--- src/core/sre_defs.vh ---
// Constants used by the serial read engine; its load buffer uses none of them.
// Assumes inclusion by bare name from files under core/.
`ifndef SRE_DEFS_VH
`define SRE_DEFS_VH

// Fixed upper nibble of the device select byte
`define SRE_SEL_FIXED 4'ha
// Field positions inside a received select byte
`define SRE_SEL_HI 7
`define SRE_SEL_LO 4
`define SRE_STRAP_HI 3
`define SRE_STRAP_LO 1
`define SRE_RW_BIT 0
// Direction bit value that asks for a read
`define SRE_RW_READ 1'b1
// Bit counter values
`define SRE_BIT_FIRST 3'h0
`define SRE_BIT_LAST 3'h7
`define SRE_BIT_STEP 3'h1
// Address counter step, one bit wide so the sum keeps the counter's width
`define SRE_ADDR_STEP 1'b1
// Idle level of both bus lines
`define SRE_LINE_IDLE 1'b1
// Level driven on the data line when the pin is enabled
`define SRE_LINE_LOW 1'b0

`endif

--- src/core/sre_fifo.v ---
// Word FIFO with valid/ready on both sides, used on the memory load path.
// Assumes one clock and a synchronous active-high reset.
`default_nettype none

module sre_fifo #(
    parameter W = 16,
    parameter DEPTH = 16,
    parameter AW = 4
) (
    input wire clk,
    input wire sys_rst,
    input wire in_valid,
    output wire in_ready,
    input wire [W-1:0] in_data,
    output wire out_valid,
    input wire out_ready,
    output wire [W-1:0] out_data
);
    reg [W-1:0] mem_ff [0:DEPTH-1];
    reg [AW-1:0] wr_ptr_ff;
    reg [AW-1:0] rd_ptr_ff;
    reg [AW:0] cnt_ff;
    wire do_wr;
    wire do_rd;

    // Full and empty come straight from the fill count
    assign in_ready = (cnt_ff != DEPTH[AW:0]);
    assign out_valid = (cnt_ff != {(AW+1){1'b0}});
    assign out_data = mem_ff[rd_ptr_ff];
    assign do_wr = in_valid & in_ready;
    assign do_rd = out_valid & out_ready;

    // ============================================================
    // Storage and pointers
    always @(posedge clk) begin
        if (do_wr) begin
            mem_ff[wr_ptr_ff] <= in_data;
        end
        if (sys_rst) begin
            wr_ptr_ff <= {AW{1'b0}};
            rd_ptr_ff <= {AW{1'b0}};
            cnt_ff <= {(AW+1){1'b0}};
        end else begin
            if (do_wr) begin
                wr_ptr_ff <= (wr_ptr_ff == DEPTH[AW-1:0] - 1'b1) ? {AW{1'b0}} : wr_ptr_ff + 1'b1;
            end
            if (do_rd) begin
                rd_ptr_ff <= (rd_ptr_ff == DEPTH[AW-1:0] - 1'b1) ? {AW{1'b0}} : rd_ptr_ff + 1'b1;
            end
            if (do_wr & ~do_rd) begin
                cnt_ff <= cnt_ff + 1'b1;
            end else if (do_rd & ~do_wr) begin
                cnt_ff <= cnt_ff - 1'b1;
            end
        end
    end
endmodule // sre_fifo

`default_nettype wire

--- src/core/sre_read_engine.v ---
// Read side of a two-wire serial memory slave, with its byte array.
// Assumes a fast system clock that oversamples the serial clock and data pins.
`default_nettype none
`include "sre_defs.vh"

module sre_read_engine #(
    parameter ADDR_W = 8,
    parameter MEM_AW = 8,
    parameter FIFO_DEPTH = 16,
    parameter FIFO_AW = 4
) (
    input wire clk,
    input wire sys_rst,
    input wire scl_in,
    input wire sda_in,
    output wire sda_out,
    output wire sda_oe,
    input wire [2:0] strap_in,
    input wire load_valid,
    output wire load_ready,
    input wire [MEM_AW-1:0] load_addr,
    input wire [7:0] load_data,
    output wire sess_busy,
    output wire [ADDR_W-1:0] cur_addr
);
    // ============================================================
    // State codes
    localparam S_IDLE = 3'b000;
    localparam S_SEL = 3'b001;
    localparam S_ACKW = 3'b010;
    localparam S_ACKD = 3'b011;
    localparam S_RXADR = 3'b100;
    localparam S_TX = 3'b101;
    localparam S_RACK = 3'b110;
    localparam S_WAIT = 3'b111;

    // Continuation chosen as a byte completes, acted on at the fall that ends its ack
    localparam N_RD = 2'b00;
    localparam N_ADR = 2'b01;
    localparam N_WAIT = 2'b10;
    localparam N_NEXT = 2'b11;

    reg [7:0] mem_ff [0:(1<<MEM_AW)-1];
    reg scl_s1_ff;
    reg scl_s2_ff;
    reg scl_s3_ff;
    reg sda_s1_ff;
    reg sda_s2_ff;
    reg sda_s3_ff;
    reg [2:0] strap_s1_ff;
    reg [2:0] strap_s2_ff;
    reg [2:0] st_ff;
    reg [2:0] nxt_st;
    reg [1:0] cont_ff;
    reg [1:0] nxt_cont;
    reg [2:0] cnt_ff;
    reg [2:0] nxt_cnt;
    reg [7:0] sh_ff;
    reg [7:0] nxt_sh;
    reg [ADDR_W-1:0] addr_ff;
    reg [ADDR_W-1:0] nxt_addr;
    reg oe_ff;
    reg nxt_oe;
    wire scl_rise;
    wire scl_fall;
    wire bus_start;
    wire bus_stop;
    wire [7:0] rx_byte;
    wire sel_ok;
    wire [7:0] rd_byte;
    wire [MEM_AW+7:0] fifo_data;
    wire drain_valid;
    wire drain_ready;
    wire [MEM_AW+7:0] drain_data;

    // ============================================================
    // Pin synchronisers
    // Two flops before any logic; the third stage only serves edge finding
    always @(posedge clk) begin
        if (sys_rst) begin
            scl_s1_ff <= `SRE_LINE_IDLE;
            scl_s2_ff <= `SRE_LINE_IDLE;
            scl_s3_ff <= `SRE_LINE_IDLE;
            sda_s1_ff <= `SRE_LINE_IDLE;
            sda_s2_ff <= `SRE_LINE_IDLE;
            sda_s3_ff <= `SRE_LINE_IDLE;
            strap_s1_ff <= 3'h0;
            strap_s2_ff <= 3'h0;
        end else begin
            scl_s1_ff <= scl_in;
            scl_s2_ff <= scl_s1_ff;
            scl_s3_ff <= scl_s2_ff;
            sda_s1_ff <= sda_in;
            sda_s2_ff <= sda_s1_ff;
            sda_s3_ff <= sda_s2_ff;
            strap_s1_ff <= strap_in;
            strap_s2_ff <= strap_s1_ff;
        end
    end

    // Serial clock edges and bus conditions
    // Both lines pass the same delay, so data stays aligned to the clock edges
    assign scl_rise = scl_s2_ff & ~scl_s3_ff;
    assign scl_fall = ~scl_s2_ff & scl_s3_ff;
    assign bus_start = scl_s2_ff & scl_s3_ff & sda_s3_ff & ~sda_s2_ff;
    assign bus_stop = scl_s2_ff & scl_s3_ff & ~sda_s3_ff & sda_s2_ff;

    // Byte completed by the bit sampled on this rising edge
    assign rx_byte = {sh_ff[6:0], sda_s2_ff};

    assign sel_ok = (rx_byte[`SRE_SEL_HI:`SRE_SEL_LO] == `SRE_SEL_FIXED) &&
                    (rx_byte[`SRE_STRAP_HI:`SRE_STRAP_LO] == strap_s2_ff);

    // array index uses low bits only
    // A counter wider than the array aliases instead of rolling at the array end
    assign rd_byte = mem_ff[addr_ff[MEM_AW-1:0]];

    // ============================================================
    // Bus sequencer
    always @* begin
        nxt_st = st_ff;
        nxt_cont = cont_ff;
        nxt_cnt = cnt_ff;
        nxt_sh = sh_ff;
        nxt_addr = addr_ff;
        nxt_oe = oe_ff;
        if (bus_stop) begin
            nxt_st = S_IDLE;
            nxt_oe = 1'b0;
        end else if (bus_start) begin
            nxt_st = S_SEL;
            nxt_cnt = `SRE_BIT_FIRST;
            nxt_oe = 1'b0;
        end else begin
            case (st_ff)
                S_SEL: begin
                    if (scl_rise) begin
                        nxt_sh = rx_byte;
                        nxt_cnt = cnt_ff + `SRE_BIT_STEP;
                        if (cnt_ff == `SRE_BIT_LAST) begin
                            if (!sel_ok) begin
                                nxt_st = S_IDLE;
                            end else if (rx_byte[`SRE_RW_BIT] == `SRE_RW_READ) begin
                                nxt_st = S_ACKW;
                                nxt_cont = N_RD;
                            end else begin
                                nxt_st = S_ACKW;
                                nxt_cont = N_ADR;
                            end
                        end
                    end
                end
                S_RXADR: begin
                    if (scl_rise) begin
                        nxt_sh = rx_byte;
                        nxt_cnt = cnt_ff + `SRE_BIT_STEP;
                        if (cnt_ff == `SRE_BIT_LAST) begin
                            nxt_addr = {{(ADDR_W-1){1'b0}}, 1'b0} | rx_byte[ADDR_W-1:0];
                            nxt_st = S_ACKW;
                            nxt_cont = N_WAIT;
                        end
                    end
                end
                S_ACKW: begin
                    // Pull the line low from the fall before the ninth clock
                    if (scl_fall) begin
                        nxt_oe = 1'b1;
                        nxt_st = S_ACKD;
                    end
                end
                S_ACKD: begin
                    if (scl_fall) begin
                        nxt_cnt = `SRE_BIT_FIRST;
                        if (cont_ff == N_RD) begin
                            nxt_sh = rd_byte;
                            nxt_oe = ~rd_byte[7];
                            nxt_st = S_TX;
                        end else if (cont_ff == N_ADR) begin
                            nxt_oe = 1'b0;
                            nxt_st = S_RXADR;
                        end else begin
                            // Data bytes of a real write are not handled here
                            nxt_oe = 1'b0;
                            nxt_st = S_WAIT;
                        end
                    end
                end
                S_TX: begin
                    if (scl_fall) begin
                        if (cnt_ff == `SRE_BIT_LAST) begin
                            nxt_oe = 1'b0;
                            nxt_st = S_RACK;
                            nxt_addr = addr_ff + `SRE_ADDR_STEP;
                        end else begin
                            nxt_cnt = cnt_ff + `SRE_BIT_STEP;
                            nxt_sh = {sh_ff[6:0], 1'b0};
                            nxt_oe = ~sh_ff[6];
                        end
                    end
                end
                S_RACK: begin
                    // Master ack is sampled on the ninth rising edge
                    if (scl_rise) begin
                        if (sda_s2_ff == `SRE_LINE_LOW) begin
                            nxt_st = S_ACKD;
                            nxt_cont = N_RD;
                        end else begin
                            nxt_st = S_WAIT;
                        end
                    end
                end
                S_WAIT: begin
                    nxt_oe = 1'b0;
                end
                S_IDLE: begin
                    nxt_oe = 1'b0;
                end
                default: begin
                    nxt_st = S_IDLE;
                    nxt_oe = 1'b0;
                end
            endcase
        end
    end

    // Sequencer registers
    always @(posedge clk) begin
        if (sys_rst) begin
            st_ff <= S_IDLE;
            cont_ff <= N_RD;
            cnt_ff <= `SRE_BIT_FIRST;
            sh_ff <= 8'h00;
            addr_ff <= {ADDR_W{1'b0}};
            oe_ff <= 1'b0;
        end else begin
            st_ff <= nxt_st;
            cont_ff <= nxt_cont;
            cnt_ff <= nxt_cnt;
            sh_ff <= nxt_sh;
            addr_ff <= nxt_addr;
            oe_ff <= nxt_oe;
        end
    end

    // ============================================================
    // Memory load path
    // The buffer drains only while the bus is idle, so a long session fills it
    assign fifo_data = {load_addr, load_data};
    assign drain_ready = (st_ff == S_IDLE);

    sre_fifo #(
        .W(MEM_AW + 8),
        .DEPTH(FIFO_DEPTH),
        .AW(FIFO_AW)
    ) u_load_fifo (
        .clk(clk),
        .sys_rst(sys_rst),
        .in_valid(load_valid),
        .in_ready(load_ready),
        .in_data(fifo_data),
        .out_valid(drain_valid),
        .out_ready(drain_ready),
        .out_data(drain_data)
    );

    // Array write from the buffer; never during a bus session
    always @(posedge clk) begin
        if (drain_valid & drain_ready) begin
            mem_ff[drain_data[MEM_AW+7:8]] <= drain_data[7:0];
        end
    end

    // ============================================================
    // Outputs
    // Open drain: only ever drive low, the enable carries the data
    assign sda_out = `SRE_LINE_LOW;
    assign sda_oe = oe_ff;
    assign sess_busy = (st_ff != S_IDLE);
    assign cur_addr = addr_ff;
endmodule // sre_read_engine

`default_nettype wire
--- config.mk ---
export PLATFORM = sky130hd
export DESIGN_NAME = sre_read_engine
export DESIGN_NICKNAME = d
export VERILOG_FILES = /design/src/core/sre_fifo.v /design/src/core/sre_read_engine.v
export VERILOG_INCLUDE_DIRS = /design/src /design/src/core
export SDC_FILE = /design/constraint.sdc
export NUM_CORES = 2
export LEC_CHECK = 0
export ABC_CLOCK_PERIOD_IN_PS = 3700
export BUFFER_PORTS_ARGS = -buffer_cell sky130_fd_sc_hd__buf_2
export CELL_PAD_IN_SITES_DETAIL_PLACEMENT = 1
export CELL_PAD_IN_SITES_GLOBAL_PLACEMENT = 1
export CORE_ASPECT_RATIO = 0.75
export CORE_MARGIN = 2
export CORE_UTILIZATION = 42
export CTS_BUF_LIST = sky130_fd_sc_hd__clkbuf_4 sky130_fd_sc_hd__clkbuf_8
export CTS_CLUSTER_SIZE = 8
export DETAILED_ROUTE_END_ITERATION = 10
export PLACE_DENSITY_LB_ADDON = 0.08
export SYNTH_ARGS = -nofsm -noshare
export SYNTH_HDL_FRONTEND = slang
export SYNTH_SLANG_ARGS = --single-unit
--- constraint.sdc ---
create_clock -name clk -period 3.7 [get_ports clk]
set_input_delay 0.37 -clock clk [delete_from_list [all_inputs] [get_ports clk]]
set_output_delay 0.37 -clock clk [all_outputs]
set_load 0.02 [all_outputs]
Word level (Yosys, flattened, before mapping). Memory sizes are Yosys's and may differ from the RTL's. A register that Yosys moved wholly into a read port is not among the register bits. Index checks and enable logic that the tools add are counted.

Register bits after elaboration: 49. Latch bits: 0. Memory bits (writable): 2304. Bits in read-only memories: 0. Word-level logic and storage cells: 169. Memories: 2.

Memories: mem_ff (depth 256, width 8, rd ports 1, clocked after Yosys merged registers in 1, wr ports 1, RTL line sre_read_engine.v:43) `reg [7:0] mem_ff [0:(1<<MEM_AW)-1];`; u_load_fifo.mem_ff (depth 16, width 16, rd ports 1, clocked after Yosys merged registers in 1, wr ports 1, RTL line sre_fifo.v:19) `reg [W-1:0] mem_ff [0:DEPTH-1];`.

Add/sub/neg operators: 6. $mul: 0. Div/mod/pow operators: 0. Magnitude comparators: 0. Eq/ne operators: 39. Shift operators: 0. Mux-type cells: 59. Bitwise gates (word level): 21. Reduce and logical (&&, ||, !) cells: 24.

Operators with widths (count): two-way mux 8 bit (6); two-way mux 3 bit (15); two-way mux 7 bit (5); inequality test 3 bit (second input constant) (10); AND reduction 10 bit (3); inequality test 2 bit (second input constant) (13); one-hot mux 7 bit (3 select lines) (1); two-way mux 2 bit (10); one-hot mux 3 bit (6 select lines) (1); two-way mux 4 bit (4); one-hot mux 8 bit (2 select lines) (1); equality test 3 bit (second input constant) (5); equality test 4 bit (second input constant) (3); AND 1 bit (11); two-way mux 1 bit (11); two-way mux 5 bit (2); inverter 1 bit (10); one-hot mux 3 bit (3 select lines) (1); nonzero test 3 bit (3); adder 4 x 1 -> 4 bit (second input constant) (2); adder 8 x 1 -> 8 bit (second input constant) (1); AND reduction 8 bit (1); nonzero test 4 bit (2); AND reduction 7 bit (1); other kinds (23) (27).

Depth between registers and ports, before layout.
Word-level depth: 7. Depth in mapped cells: 15. Depth with buffers taken out: 13.

By module. Synthesis repeated with hierarchy kept, for this count alone.

Cell total of the unflattened synthesis: 4481. Area, all modules: 92301.0 µm².

Modules (own cells, without submodules): sre_read_engine (times used 1, cells each 3975, area an instance 81768.4 µm², seq. area each 62379.8 µm²); sre_fifo (times used 1, cells each 506, area an instance 10532.6 µm², seq. area each 8027.7 µm²).

Worst setup path before layout. No wires, ideal clock.

Path kind: register to register. Start: reg with a tool-made name. End: mem mem_ff[0][2], data pin. Data arrival time: 3.573 ns. Setup slack: -0.424 ns. Stages on the path, launching flop included: 7. Buffers on the path: 4. Cell sequence: dfxtp_1 buf_6 buf_6 buf_6 buf_1 mux4_2 mux4_2.

RTL lines (RTL line): to (decl) (sre_read_engine.v:43).

==> results.cfg <==
[cts]
htreeDepth = 5
cts_buffers = 384
numClockSinks = 2365
cts_buffer_depth = 4
clock_latency_ns = 1.02
cts_tree = built
cts-root-buf = clkbuf_8
clk_pin_slew_ns = 0.07

[finish]
multi_input_area_um2 = 20600
final_cell_area_um2 = 108000
final_nets = 5392
area_delta_synth_final_pct = 17.3
ff_latch_area_um2 = 70400
fill_cells = 20109
drive_gt1_share_pct = 34.4
layout.cells.non_filler = 8572

[yosys]
synth_top_family_by_area = multiplexers
synth_top_area_cell = edfxtp_1
synthFlopType = edfxtp_1
synth_common_cells = edfxtp_1 (2304), mux4_2 (549), nor2_1 (334)
synth_top_area_share_pct = 74.9
synthTopCellsByArea = edfxtp_1 (75%), mux4_2 (13%), mux2i_1 (1.6%)
syn_area_um2 = 92300
yosys.area_share.simple_pct = 3.45
synth-edff-count = 2304
yosys_warnings = 0
syn_nets = 4568
synth.avg_cell_area_um2 = 20.4
synthDistinctLibCells = 78
synth-compound-area-share_pct = 3.08
synth_fa_ha_area_share_pct = 0.184
synth.most_common_cell = edfxtp_1
synth_seq_cells = 2365
synth_xor_area_share_pct = 0.114
synthCells = 4531
ys_seq_area_share_pct = 76.2
postSynth.asyncResetShare_pct = 0
synthMuxAreaShare_pct = 15.3

[floorplan]
ios = 36
die-width_um = 545
start_util_pct = 42.1
dieArea_um2 = 224000
rows = 149
fp.coreArea_um2 = 219000
die_height_um = 410

[setup_path]
crit_path_end_kind = flop
cp_cell_sequence = and2_1 > buf_4 > a22oi_1 > a21oi_1 > nor4_1 > o21ai_0 > a41o_1
cp_max_fo = 24
crit_family = compound AO/OA/AOI/OAI gates
r2r_end = sh_ff[0]
crit_type = flop to flop
rrSetupSlack_ns = 0.03
slowest_delay_ns = 0.77
crit_required_ns = 4.62
cp_slowest_cell = dfxtp_4
reg2regPathDepth = 7
start_kind = flop
crit_buf_inv = 1
critPathArrivalTime_ns = 4.59

[power]
pwr-share-comb_pct = 16.9
p_per_area_nw_per_um2 = 628
switching_share_pct = 28.2
power_leakage_uw = 0.0343
switching_power_uw = 19200
peakVddDrop_mv = 0.769
p_clk_share_pct = 32.3
p_int_uw = 48800
seqPwrFrac_pct = 50.8

[sta]
period_share_pct = 99.2
slew_viol_final = 0
worst_pin_slew_ns = 1.19
hold_viol_final = 0
finalSetupViolCount = 0
timing.slew.headroom_pct = 19.8
min_period_ns = 3.67
finalClockSkew_ns = 0.0667
final.setup.tns_ns = 0
max_freq_mhz = 272

[hold_path]
holdCritPathClass = input port to flop
whs_endpoint = scl_s1_ff
min_from = scl_in
hold_depth = 3

[placement]
post_dp_cell_area_um2 = 101000
dp_hpwl_um = 199000
gp_congestion = 0.862
port_buffers = 34
placed_cells = 7888

[global_route]
grt_use_total_pct = 26.5
antenna_found_initial = 29
grt_pass1_wl_um = 415000
grt_max_degree = 135
overflow = 0
grt_pass1_vias = 51098

[detailed_routing]
via_per_inst = 5.89
drc = 0
first_pass_iters = 5
drtIter0Drc = 6407
drt_wl_total_um = 297000
via_count = 50466
final_antenna_net_count = 0
wl_per_cell_um = 34.6

[outcome]
status = complete, no violations

[run]
drv_cap = 0
-- repair_timing --
action                     4_1_cts  5_1_grt
hold buffers                    25        0
setup buffers                    0        0
resized for setup                0        8
hold endpoints to repair       281        0
setup endpoints to repair        0       52
-- layer usage --
layer / part of all wire (%) / global-route usage [%]
met5: 0.016 / 0
met2: 43 / 37.3
met1: 47 / 42.1
met4: 2.2 / 6.54
met3: 8.4 / 5.07
-- tightest hold or removal path: stages --
cell and delay [ns]:
dlygate4sd3_1 0.52, buf_2 0.09, or2_2 0.09
-- worst max path at each step --
stage	start	to	slack, ns	cells after the start
floorplan	flop	mem_ff[0][0]	-0.42	6
global placement	flop	mem_ff[200][2]	-0.10	8
detailed placement	flop	mem_ff[234][1]	0.02	8
CTS	flop	mem_ff[200][0]	0.02	8
global route	flop	sh_ff[0]	-0.003	8
finish	flop	sh_ff[0]	0.03	7
-- layout by cell type, fill, tap and decap left out, types with 21 or more instances in the layout --
cell type      count
clkbuf_4         156
a21oi_1           77
a31oi_1           31
nand3_1           36
buf_12            87
o22ai_1           59
buf_2             34
dfxtp_1           52
dlygate4sd3_1     25
clkbuf_8         394
nand2_1          139
mux4_2           541
or2_2             27
nor2_1           313
mux2i_1          150
nor2_2            21
a22oi_1           61
buf_4            565
clkinv_1          70
o21ai_0           32
nor3_1            40
edfxtp_1        2304
mux2_2            23
or3_1             21
-- kinds of logic (layout without fill, tap and decap cells) --
| group | after synthesis | count (layout) |
|---|---|---|
| AOI/OAI and AO/OA | 414 | 414 |
| xor gates and xnor gates | 12 | 12 |
| adders and majority gates | 13 | 13 |
| buffers and inverters | 300 | 1393 |
| DFF | 2365 | 2365 |
| muxes | 722 | 722 |
| other | 1 | 5 |
| and+or+nand+nor | 704 | 704 |
-- flip-flops by register name (all words and copies together) (netlist names), 2 cells and up, named ones only --
name,flops
u_load_fifo.wr_ptr_ff,4
st_ff,3
u_load_fifo.rd_ptr_ff,4
strap_s2_ff,3
cur_addr,8
cnt_ff,3
strap_s1_ff,3
sh_ff,7
mem_ff,2048
u_load_fifo.mem_ff,256
u_load_fifo.cnt_ff,5
cont_ff,2
-- area by class of cell --
cell class	count	share of cell area, %
inverter	26	0.0912
antenna	4	0.00924
clock inverter	105	0.492
tap	2944	3.40
sequential	2365	65.0
clock buffer	550	6.09
multi-input combinational	1866	19.0
timing repair buffer	712	5.92
-- stage by stage --
stage               util, %  total power (uW)  worst slack, ns  hold WS (ns)
CTS                    49.4             68600           0.0177       0.00552
global route           49.4             70200         -0.00300        0.0465
global placement       46.0             46400           -0.103         0.396
detailed placement     46.0             46700           0.0234         0.395
finish                 49.4             68000           0.0298        0.0947
floorplan                 -             40000           -0.423         0.389
-- power groups by stage --
stage | Sequential, uW | Clock [uW] | Combinational (uW)
2_1_floorplan | 35300 | 0 | 4650
3_3_place_gp | 35100 | 0 | 11300
3_5_place_dp | 35100 | 0 | 11600
4_1_cts | 34600 | 22400 | 11600
5_1_grt | 34600 | 23400 | 12200
6_report | 34600 | 21900 | 11500
Power figures use the tool's default switching activity.
